File: src/hw/ucmcp_defines.svh
// Constants for the miscellaneous control pin block
`ifndef UCMCP_DEFINES_SVH
`define UCMCP_DEFINES_SVH

`define UCMCP_SYS_CLK_MHZ 200
`define UCMCP_REF_MHZ 6
`define UCMCP_NDP_W 8
`define UCMCP_NDP_ONE_PORT 8'h01
`define UCMCP_NDP_TWO_PORTS 8'h02
`define UCMCP_MHZ_W 6
`define UCMCP_CLK_OUT_MIN_MHZ 6'h03
`define UCMCP_CLK_OUT_MAX_MHZ 6'h30
`define UCMCP_CLK_OUT_RST_MHZ 6'h0C
`define UCMCP_NCO_W 32
`define UCMCP_NCO_STEP_PER_MHZ 32'h028F5C29
`define UCMCP_LED_OFF_US 50000
`define UCMCP_LED_OFF_CYCLES (`UCMCP_LED_OFF_US * `UCMCP_SYS_CLK_MHZ)
`define UCMCP_REF_TIMEOUT_NS 1000
`define UCMCP_REF_TIMEOUT_CYCLES ((`UCMCP_REF_TIMEOUT_NS * `UCMCP_SYS_CLK_MHZ) / 1000)

`endif

File: src/hw/ucmcp_pkg.sv
// Types for the miscellaneous control pin block
package ucmcp_pkg;
  typedef enum logic [0:0] {
    UCMCP_LED_LIT = 1'b0,
    UCMCP_LED_DARK = 1'b1
  } ucmcp_led_state_t;
endpackage

File: src/hw/ucmcp_misc_pins.sv
// Miscellaneous control and status pins of the combined host and device controller
// Functional notes
// - Low reset input resets asynchronously
// - Strap 0 reports one port, 1 two
// - Strap changes only the reported count
// - End-of-transfer input has programmable active level
// - Device suspend output follows device controller state
// - Host suspend output follows host controller state
// - High device wake input starts remote wake-up
// - High host wake input resumes host controller
// - Open-drain LED lit, blinks off on traffic
// - Clock output 3 to 48 MHz, 12 after reset
// - Timing derived from 200 MHz system clock; clock output held without 6 MHz reference
// - Independent open-drain power switch per port
// - Sense upstream bus power for attachment
`timescale 1ns/10ps
`default_nettype none
`include "ucmcp_defines.svh"
module ucmcp_misc_pins #(
  parameter int LED_OFF_CYCLES = `UCMCP_LED_OFF_CYCLES,
  parameter int REF_TIMEOUT_CYCLES = `UCMCP_REF_TIMEOUT_CYCLES
) (
  input wire logic sys_clk,
  input wire logic rst_n,
  input wire logic port_count_strap,
  output logic [`UCMCP_NDP_W-1:0] downstream_port_count,
  input wire logic dma_transfer_done_in,
  input wire logic dma_done_active_high,
  output logic dma_transfer_done_pulse,
  input wire logic usb_device_side_suspended,
  input wire logic usb_host_side_suspended,
  output logic device_side_suspend,
  output logic host_side_suspend,
  input wire logic device_side_wake_in,
  input wire logic host_side_wake_in,
  output logic device_remote_wake_req,
  output logic host_resume_req,
  input wire logic usb_traffic,
  input wire logic link_activity_led_in,
  output logic link_activity_led_lvl,
  output logic link_activity_led_oe,
  output logic link_activity_led_seen,
  input wire logic [`UCMCP_MHZ_W-1:0] clk_out_mhz,
  input wire logic clk_out_load,
  output logic [`UCMCP_MHZ_W-1:0] clk_out_mhz_now,
  output logic programmable_clock_out,
  input wire logic oscillator_in,
  output logic oscillator_out,
  output logic reference_alive,
  input wire logic [1:0] port_power_on,
  input wire logic port_one_power_switch_in,
  output logic port_one_power_switch_lvl,
  output logic port_one_power_switch_oe,
  input wire logic port_two_power_switch_in,
  output logic port_two_power_switch_lvl,
  output logic port_two_power_switch_oe,
  output logic [1:0] port_switch_level,
  input wire logic upstream_bus_power_sense,
  output logic upstream_powered
);
  // Strap and count
  logic strap_taken_ff;
  logic [`UCMCP_NDP_W-1:0] port_count_ff;
  // Event edges and suspend state
  logic dma_act_prev_ff;
  logic dma_pulse_ff;
  logic dev_wake_prev_ff;
  logic host_wake_prev_ff;
  logic dev_wake_ff;
  logic host_wake_ff;
  logic dev_susp_ff;
  logic host_susp_ff;
  // LED
  ucmcp_pkg::ucmcp_led_state_t led_state_ff;
  ucmcp_pkg::ucmcp_led_state_t nxt_led_state;
  logic led_oe_ff;
  logic led_lvl_ff;
  logic led_seen_ff;
  logic led_hold;
  // Clock output
  logic osc_prev_ff;
  logic osc_out_ff;
  logic [`UCMCP_MHZ_W-1:0] clk_mhz_ff;
  logic [`UCMCP_NCO_W-1:0] nco_acc_ff;
  logic clk_out_ff;
  logic ref_ok;
  // Power switches and sensing
  logic [1:0] psw_oe_ff;
  logic psw_lvl_ff;
  logic [1:0] psw_level_ff;
  logic vbus_ff;

  wire logic [`UCMCP_NDP_W-1:0] strap_count =
    port_count_strap ? `UCMCP_NDP_TWO_PORTS : `UCMCP_NDP_ONE_PORT;
  wire logic dma_act = (dma_transfer_done_in == dma_done_active_high);
  wire logic dev_wake_rise = device_side_wake_in & ~dev_wake_prev_ff;
  wire logic host_wake_rise = host_side_wake_in & ~host_wake_prev_ff;
  wire logic osc_rise = oscillator_in & ~osc_prev_ff;
  wire logic [`UCMCP_MHZ_W-1:0] clk_mhz_sel =
    (clk_out_mhz < `UCMCP_CLK_OUT_MIN_MHZ) ? `UCMCP_CLK_OUT_MIN_MHZ :
    (clk_out_mhz > `UCMCP_CLK_OUT_MAX_MHZ) ? `UCMCP_CLK_OUT_MAX_MHZ : clk_out_mhz;
  wire logic [`UCMCP_NCO_W-1:0] nco_step =
    {{(`UCMCP_NCO_W-`UCMCP_MHZ_W){1'b0}}, clk_mhz_ff} * `UCMCP_NCO_STEP_PER_MHZ;
  wire logic [`UCMCP_NCO_W:0] nco_sum = {1'b0, nco_acc_ff} + {1'b0, nco_step};
  wire logic nco_carry = nco_sum[`UCMCP_NCO_W];

  // Reference watchdog: stays alive while 6 MHz edges keep arriving
  ucmcp_stretch #(
    .CYCLES(REF_TIMEOUT_CYCLES)
  ) u_ref_watch (
    .sys_clk(sys_clk),
    .rst_n(rst_n),
    .trig(osc_rise),
    .active(ref_ok)
  );

  // Keeps the LED dark long enough to be seen after a single packet
  ucmcp_stretch #(
    .CYCLES(LED_OFF_CYCLES)
  ) u_led_hold (
    .sys_clk(sys_clk),
    .rst_n(rst_n),
    .trig(usb_traffic),
    .active(led_hold)
  );

  always_comb begin
    nxt_led_state = led_state_ff;
    unique case (led_state_ff)
      ucmcp_pkg::UCMCP_LED_LIT: begin
        if (usb_traffic) begin
          nxt_led_state = ucmcp_pkg::UCMCP_LED_DARK;
        end
      end
      ucmcp_pkg::UCMCP_LED_DARK: begin
        if (!led_hold && !usb_traffic) begin
          nxt_led_state = ucmcp_pkg::UCMCP_LED_LIT;
        end
      end
    endcase
  end

  // Asynchronous reset: the pin resets the block without a running clock
  always_ff @(posedge sys_clk or negedge rst_n) begin
    if (!rst_n) begin
      strap_taken_ff <= 1'b0;
      port_count_ff <= `UCMCP_NDP_ONE_PORT;
      dma_act_prev_ff <= 1'b0;
      dma_pulse_ff <= 1'b0;
      dev_wake_prev_ff <= 1'b0;
      host_wake_prev_ff <= 1'b0;
      dev_wake_ff <= 1'b0;
      host_wake_ff <= 1'b0;
      dev_susp_ff <= 1'b0;
      host_susp_ff <= 1'b0;
    end else begin
      // Strap caught once after release; inputs are quiet during reset
      if (!strap_taken_ff) begin
        port_count_ff <= strap_count;
      end
      strap_taken_ff <= 1'b1;
      dma_act_prev_ff <= dma_act;
      dma_pulse_ff <= dma_act & ~dma_act_prev_ff;
      dev_wake_prev_ff <= device_side_wake_in;
      host_wake_prev_ff <= host_side_wake_in;
      dev_wake_ff <= dev_wake_rise & usb_device_side_suspended;
      host_wake_ff <= host_wake_rise & usb_host_side_suspended;
      dev_susp_ff <= usb_device_side_suspended;
      host_susp_ff <= usb_host_side_suspended;
    end
  end

  always_ff @(posedge sys_clk or negedge rst_n) begin
    if (!rst_n) begin
      led_state_ff <= ucmcp_pkg::UCMCP_LED_LIT;
      led_oe_ff <= 1'b1;
      led_lvl_ff <= 1'b0;
      led_seen_ff <= 1'b0;
    end else begin
      led_state_ff <= nxt_led_state;
      // Open drain: sinking current lights the LED
      led_oe_ff <= (nxt_led_state == ucmcp_pkg::UCMCP_LED_LIT);
      led_lvl_ff <= 1'b0;
      led_seen_ff <= link_activity_led_in;
    end
  end

  // Clock output by phase accumulator; edges land on the 5 ns grid, so
  // rates that do not divide 100 MHz carry up to one cycle of jitter.
  always_ff @(posedge sys_clk or negedge rst_n) begin
    if (!rst_n) begin
      osc_prev_ff <= 1'b0;
      osc_out_ff <= 1'b0;
      clk_mhz_ff <= `UCMCP_CLK_OUT_RST_MHZ;
      nco_acc_ff <= '0;
      clk_out_ff <= 1'b0;
    end else begin
      osc_prev_ff <= oscillator_in;
      osc_out_ff <= ~oscillator_in;
      if (clk_out_load) begin
        clk_mhz_ff <= clk_mhz_sel;
      end
      // Clock held while the reference is missing
      if (ref_ok) begin
        nco_acc_ff <= nco_sum[`UCMCP_NCO_W-1:0];
        if (nco_carry) begin
          clk_out_ff <= ~clk_out_ff;
        end
      end
    end
  end

  always_ff @(posedge sys_clk or negedge rst_n) begin
    if (!rst_n) begin
      psw_oe_ff <= 2'h0;
      psw_lvl_ff <= 1'b0;
      psw_level_ff <= 2'h0;
      vbus_ff <= 1'b0;
    end else begin
      // Both ports stay live whatever the strap reports
      psw_oe_ff <= port_power_on;
      psw_lvl_ff <= 1'b0;
      psw_level_ff <= {port_two_power_switch_in, port_one_power_switch_in};
      vbus_ff <= upstream_bus_power_sense;
    end
  end

  assign downstream_port_count = port_count_ff;
  assign dma_transfer_done_pulse = dma_pulse_ff;
  assign device_side_suspend = dev_susp_ff;
  assign host_side_suspend = host_susp_ff;
  assign device_remote_wake_req = dev_wake_ff;
  assign host_resume_req = host_wake_ff;
  assign link_activity_led_lvl = led_lvl_ff;
  assign link_activity_led_oe = led_oe_ff;
  assign link_activity_led_seen = led_seen_ff;
  assign clk_out_mhz_now = clk_mhz_ff;
  assign programmable_clock_out = clk_out_ff;
  assign oscillator_out = osc_out_ff;
  assign reference_alive = ref_ok;
  assign port_one_power_switch_lvl = psw_lvl_ff;
  assign port_one_power_switch_oe = psw_oe_ff[0];
  assign port_two_power_switch_lvl = psw_lvl_ff;
  assign port_two_power_switch_oe = psw_oe_ff[1];
  assign port_switch_level = psw_level_ff;
  assign upstream_powered = vbus_ff;
endmodule // ucmcp_misc_pins
`default_nettype wire

File: src/hw/ucmcp_stretch.sv
// Retriggerable hold timer: active for CYCLES clocks after the last trigger
`timescale 1ns/10ps
`default_nettype none
module ucmcp_stretch #(
  parameter int CYCLES = 200,
  parameter int CW = $clog2(CYCLES + 1)
) (
  input wire logic sys_clk,
  input wire logic rst_n,
  input wire logic trig,
  output logic active
);
  logic [CW-1:0] cnt_ff;
  logic [CW-1:0] nxt_cnt;
  logic active_ff;

  assign nxt_cnt = trig ? CW'(CYCLES) : ((cnt_ff != '0) ? (cnt_ff - 1'b1) : cnt_ff);
  assign active = active_ff;

  always_ff @(posedge sys_clk or negedge rst_n) begin
    if (!rst_n) begin
      cnt_ff <= '0;
      active_ff <= 1'b0;
    end else begin
      cnt_ff <= nxt_cnt;
      active_ff <= (nxt_cnt != '0);
    end
  end
endmodule // ucmcp_stretch
`default_nettype wire

File: config.mk
export PLATFORM = sky130hd
export DESIGN_NAME = ucmcp_misc_pins
export DESIGN_NICKNAME = d
export VERILOG_FILES = /design/src/hw/ucmcp_pkg.sv /design/src/hw/ucmcp_misc_pins.sv /design/src/hw/ucmcp_stretch.sv
export VERILOG_INCLUDE_DIRS = /design/src /design/src/hw
export SDC_FILE = /design/constraint.sdc
export NUM_CORES = 1
export LEC_CHECK = 0
export BUFFER_PORTS_ARGS = -buffer_cell sky130_fd_sc_hd__buf_2
export CORE_MARGIN = 4
export CORE_UTILIZATION = 40
export DETAILED_ROUTE_END_ITERATION = 12
export MAX_ROUTING_LAYER = met4
export SLEW_MARGIN = 20
export SYNTH_ARGS = -nofsm -noshare
export SYNTH_HDL_FRONTEND = slang
export SYNTH_SLANG_ARGS = --single-unit
File: constraint.sdc
create_clock -name sys_clk -period 9 [get_ports sys_clk]
set_clock_uncertainty 0.05 [all_clocks]
set_input_delay 0.9 -clock sys_clk [delete_from_list [all_inputs] [get_ports sys_clk]]
set_output_delay 0.9 -clock sys_clk [all_outputs]
set_load 0.01 [all_outputs]
==> summary.txt <==
Largest net degree at the start of global routing: 74
CP Launch Type: flip-flop
DRT iter0 DRCs: 252
Starting Density: 40.8%
WL per Instance: 14.6 um
Die area: 0.0205 mm2
Reg-to-Reg Start: clk_out_mhz_now[4]
R2r endpoint: programmable_clock_out
Final setup violating endpoints: 0
Die Y: 143 um
Clock Path Buffers: 2
Initial antenna violation count: 0
CTS sink count: 94
Area delta synth->final: 10.8%
Layout cells sized above 1: 11.3%
Max_cap viols: 0
Final WL: 15400 um
Routed vias: 5368
DR pass1 iterations: 5
Share of the synthesized area in the top cell type: 30.7%
Top FF cell, synth: dfrtp_1
Core ar.: 0.0180 mm2
Placement row count: 49
Syn Inst Count: 776
Setup TNS: 0 ns
Final Cycle Share: 58.4%
Number of CTS-inserted buffers: 9
Final core utilization: 45.2%
Placer Congestion: 0.863
GR Overflow Total: 0
Die W: 143 um
Synth warnings: 0
Post-Syn Area: 0.00733 mm2
Root Driver: clkbuf_16
WS Path Type: flip-flop to flip-flop
Tightest Hold Check Type: flip-flop to flip-flop
Total Routing Usage GR: 16.4%
Port Buf Inserts: 46
Slew @ Worst Pin: 1.02 ns
Avg Synthesized Cell Area: 9.44 um2
Antenna cells: 0
Hold-fix buffers, CTS: 0
Worst reg2reg setup slack: 3.74 ns
Top-Level Pins: 56
Vias in the first global route: 5370
Worst slew margin: 32.0%
ANT nets after route: 0
CP endpoint kind: flip-flop
Crit-path slowest cell: fa_1
Via/cell ratio: 5.10
Worst path max stage delay: 0.64 ns
Post-CTS sizing: 0
Distinct cells, synth: 66
Cells after DPL: 1036
Crit path required time: 9.23 ns
Peak fanout along the critical path: 9
RSZ-0062 raised after global routing: no
Flops & latches, synth: 94
WP data arrival: 5.49 ns
Clk slew on worst S/H paths: 0.08 ns
Outcome: finished, final reports clean
Slew Limit Fails: 0
Post-layout minimum cycle time: 5.26 ns
Global-route wire length before repair: 26200 um
Hold slack: 0.344 ns
Min-Delay Startpoint: host_wake_prev_ff
Final nets: 961
# DRC: 0
Clk_lat worst skew: 0.35 ns
TritonCTS clock tree: done
Layout Cells excl Fill: 1052
Hold Vio Cnt, Final: 0
Async S/R FF share, synth: 100%
Seq/Total Area, Yosys: 32.2%
Area leader, netlist: dfrtp_1
Number of enable flip-flop cells after synthesis: 0
H-tree depth: 3
Largest cells by area after synthesis: dfrtp_1 31%, ha_1 13%, fa_1 11%, inv_1 7.1%, xnor2_1 3.0%
Worst-path cell chain: fa_1 -> inv_1 -> fa_1 -> inv_1 -> fa_1 -> inv_1 -> fa_1 -> inv_1 -> ha_1 -> a21oi_1 -> o21ai_0 -> a21oi_1 -> nor3b_1 -> a2111oi_0 -> or2_2 -> a311oi_1 -> xnor2_1
Hold endpoint: host_resume_req
Detailed Place HPWL: 11900 um
Hold depth: 1
Setup Fix Bufs, Post-CTS: 0
R2R depth: 17
FMAX: 0.190 GHz
-- worst max path at each step --
stage,from,end,slack [ns],cells past startpoint
6_report,clk_out_mhz_now[4],programmable_clock_out,3.74,17
3_5_place_dp,clk_out_mhz_now[0],programmable_clock_out,3.71,17
4_1_cts,clk_out_mhz_now[0],programmable_clock_out,3.70,17
3_3_place_gp,clk_out_mhz_now[0],programmable_clock_out,3.82,17
5_1_grt,clk_out_mhz_now[4],programmable_clock_out,3.29,17
2_1_floorplan,clk_out_mhz_now[4],programmable_clock_out,4.17,17
-- metrics by stage --
step	setup slack (ns)	area, um2
2_1_floorplan	4.17	7360
3_3_place_gp	3.82	7760
3_5_place_dp	3.71	7760
4_1_cts	3.70	8120
5_1_grt	3.29	8120
6_report	3.74	8120
-- cell families after synthesis --
family | after synthesis | synth area share (%)
simple gates | 195 | 14.0
mux | 17 | 2.49
compound gates | 143 | 12.6
buf+inv | 163 | 8.83
other cells | 2 | 0.103
flops | 94 | 32.2
xor+xnor | 43 | 5.14
fa+ha+maj | 119 | 24.6
-- flip-flops by register name, indices dropped and copies added, names as in the netlist, 2 cells and up --
| signal | count |
|---|---|
| clk_out_mhz_now | 6 |
| downstream_port_count | 2 |
| nco_acc_ff | 32 |
| u_ref_watch.cnt_ff | 8 |
| u_led_hold.cnt_ff | 24 |
| psw_oe_ff | 2 |
| port_switch_level | 2 |
-- metal layers --
metal	global-route usage, %	up-vias	wire length [um]
met5	-	-	0
met3	3.03	21	696
met2	24.1	126	6720
met1	22.9	2544	7700
li1	-	2677	-
met4	5.50	0	230
-- final cells by class --
cell class                 instances  area (um2)
clock inverter                     6         115
sequential                        94        2360
timing repair buffer              48         248
tap                              229         287
clock buffer                      10         239
multi-input combinational        527        4350
inverter                         138         518
fill                            1722        9850
-- Yosys cell counts (6+ instances only) --
| cell | number |
|---|---|
| a21oi_1 | 43 |
| mux2_2 | 10 |
| nor3_1 | 16 |
| o21ai_0 | 38 |
| nor4_1 | 10 |
| fa_1 | 42 |
| nor2_1 | 48 |
| and2_1 | 7 |
| nand3_1 | 11 |
| nand2_1 | 45 |
| dfrtp_1 | 90 |
| a21o_1 | 16 |
| xor2_1 | 18 |
| mux2i_1 | 7 |
| nand3b_1 | 6 |
| xnor2_1 | 25 |
| nand2b_1 | 11 |
| inv_1 | 138 |
| buf_4 | 9 |
| ha_1 | 77 |
| clkbuf_1 | 13 |
-- worst max-delay path: cells and delay by family, from the launching register on --
family,cells,cell delay [ns]
buf+inv,4,0.22
xor+xnor,1,0.16
simple gates,2,0.63
fa+ha+maj,5,2.52
compound gates,5,1.08
flops,1,0.53
-- cell usage in the layout, fill, tap and decap left out, drive strengths merged, types with 4 or more instances in the layout --
cell type  instances
a211oi             5
a21o              16
a21oi             43
a311oi             4
and2               7
and3               4
buf               48
clkbuf            10
conb              10
dfrtp             90
dfstp              4
fa                42
ha                77
inv              140
mux2              10
mux2i              7
nand2             45
nand2b            11
nand3             11
nand3b             6
nor2              48
nor2b              4
nor3              16
nor3b              5
nor4              10
o21ai             38
o31ai              4
or4                7
xnor2             25
xor2              18
Power is left out: the tool's default activity adds up to more than one toggle a clock period on the data nets, which glitch-free logic cannot reach.
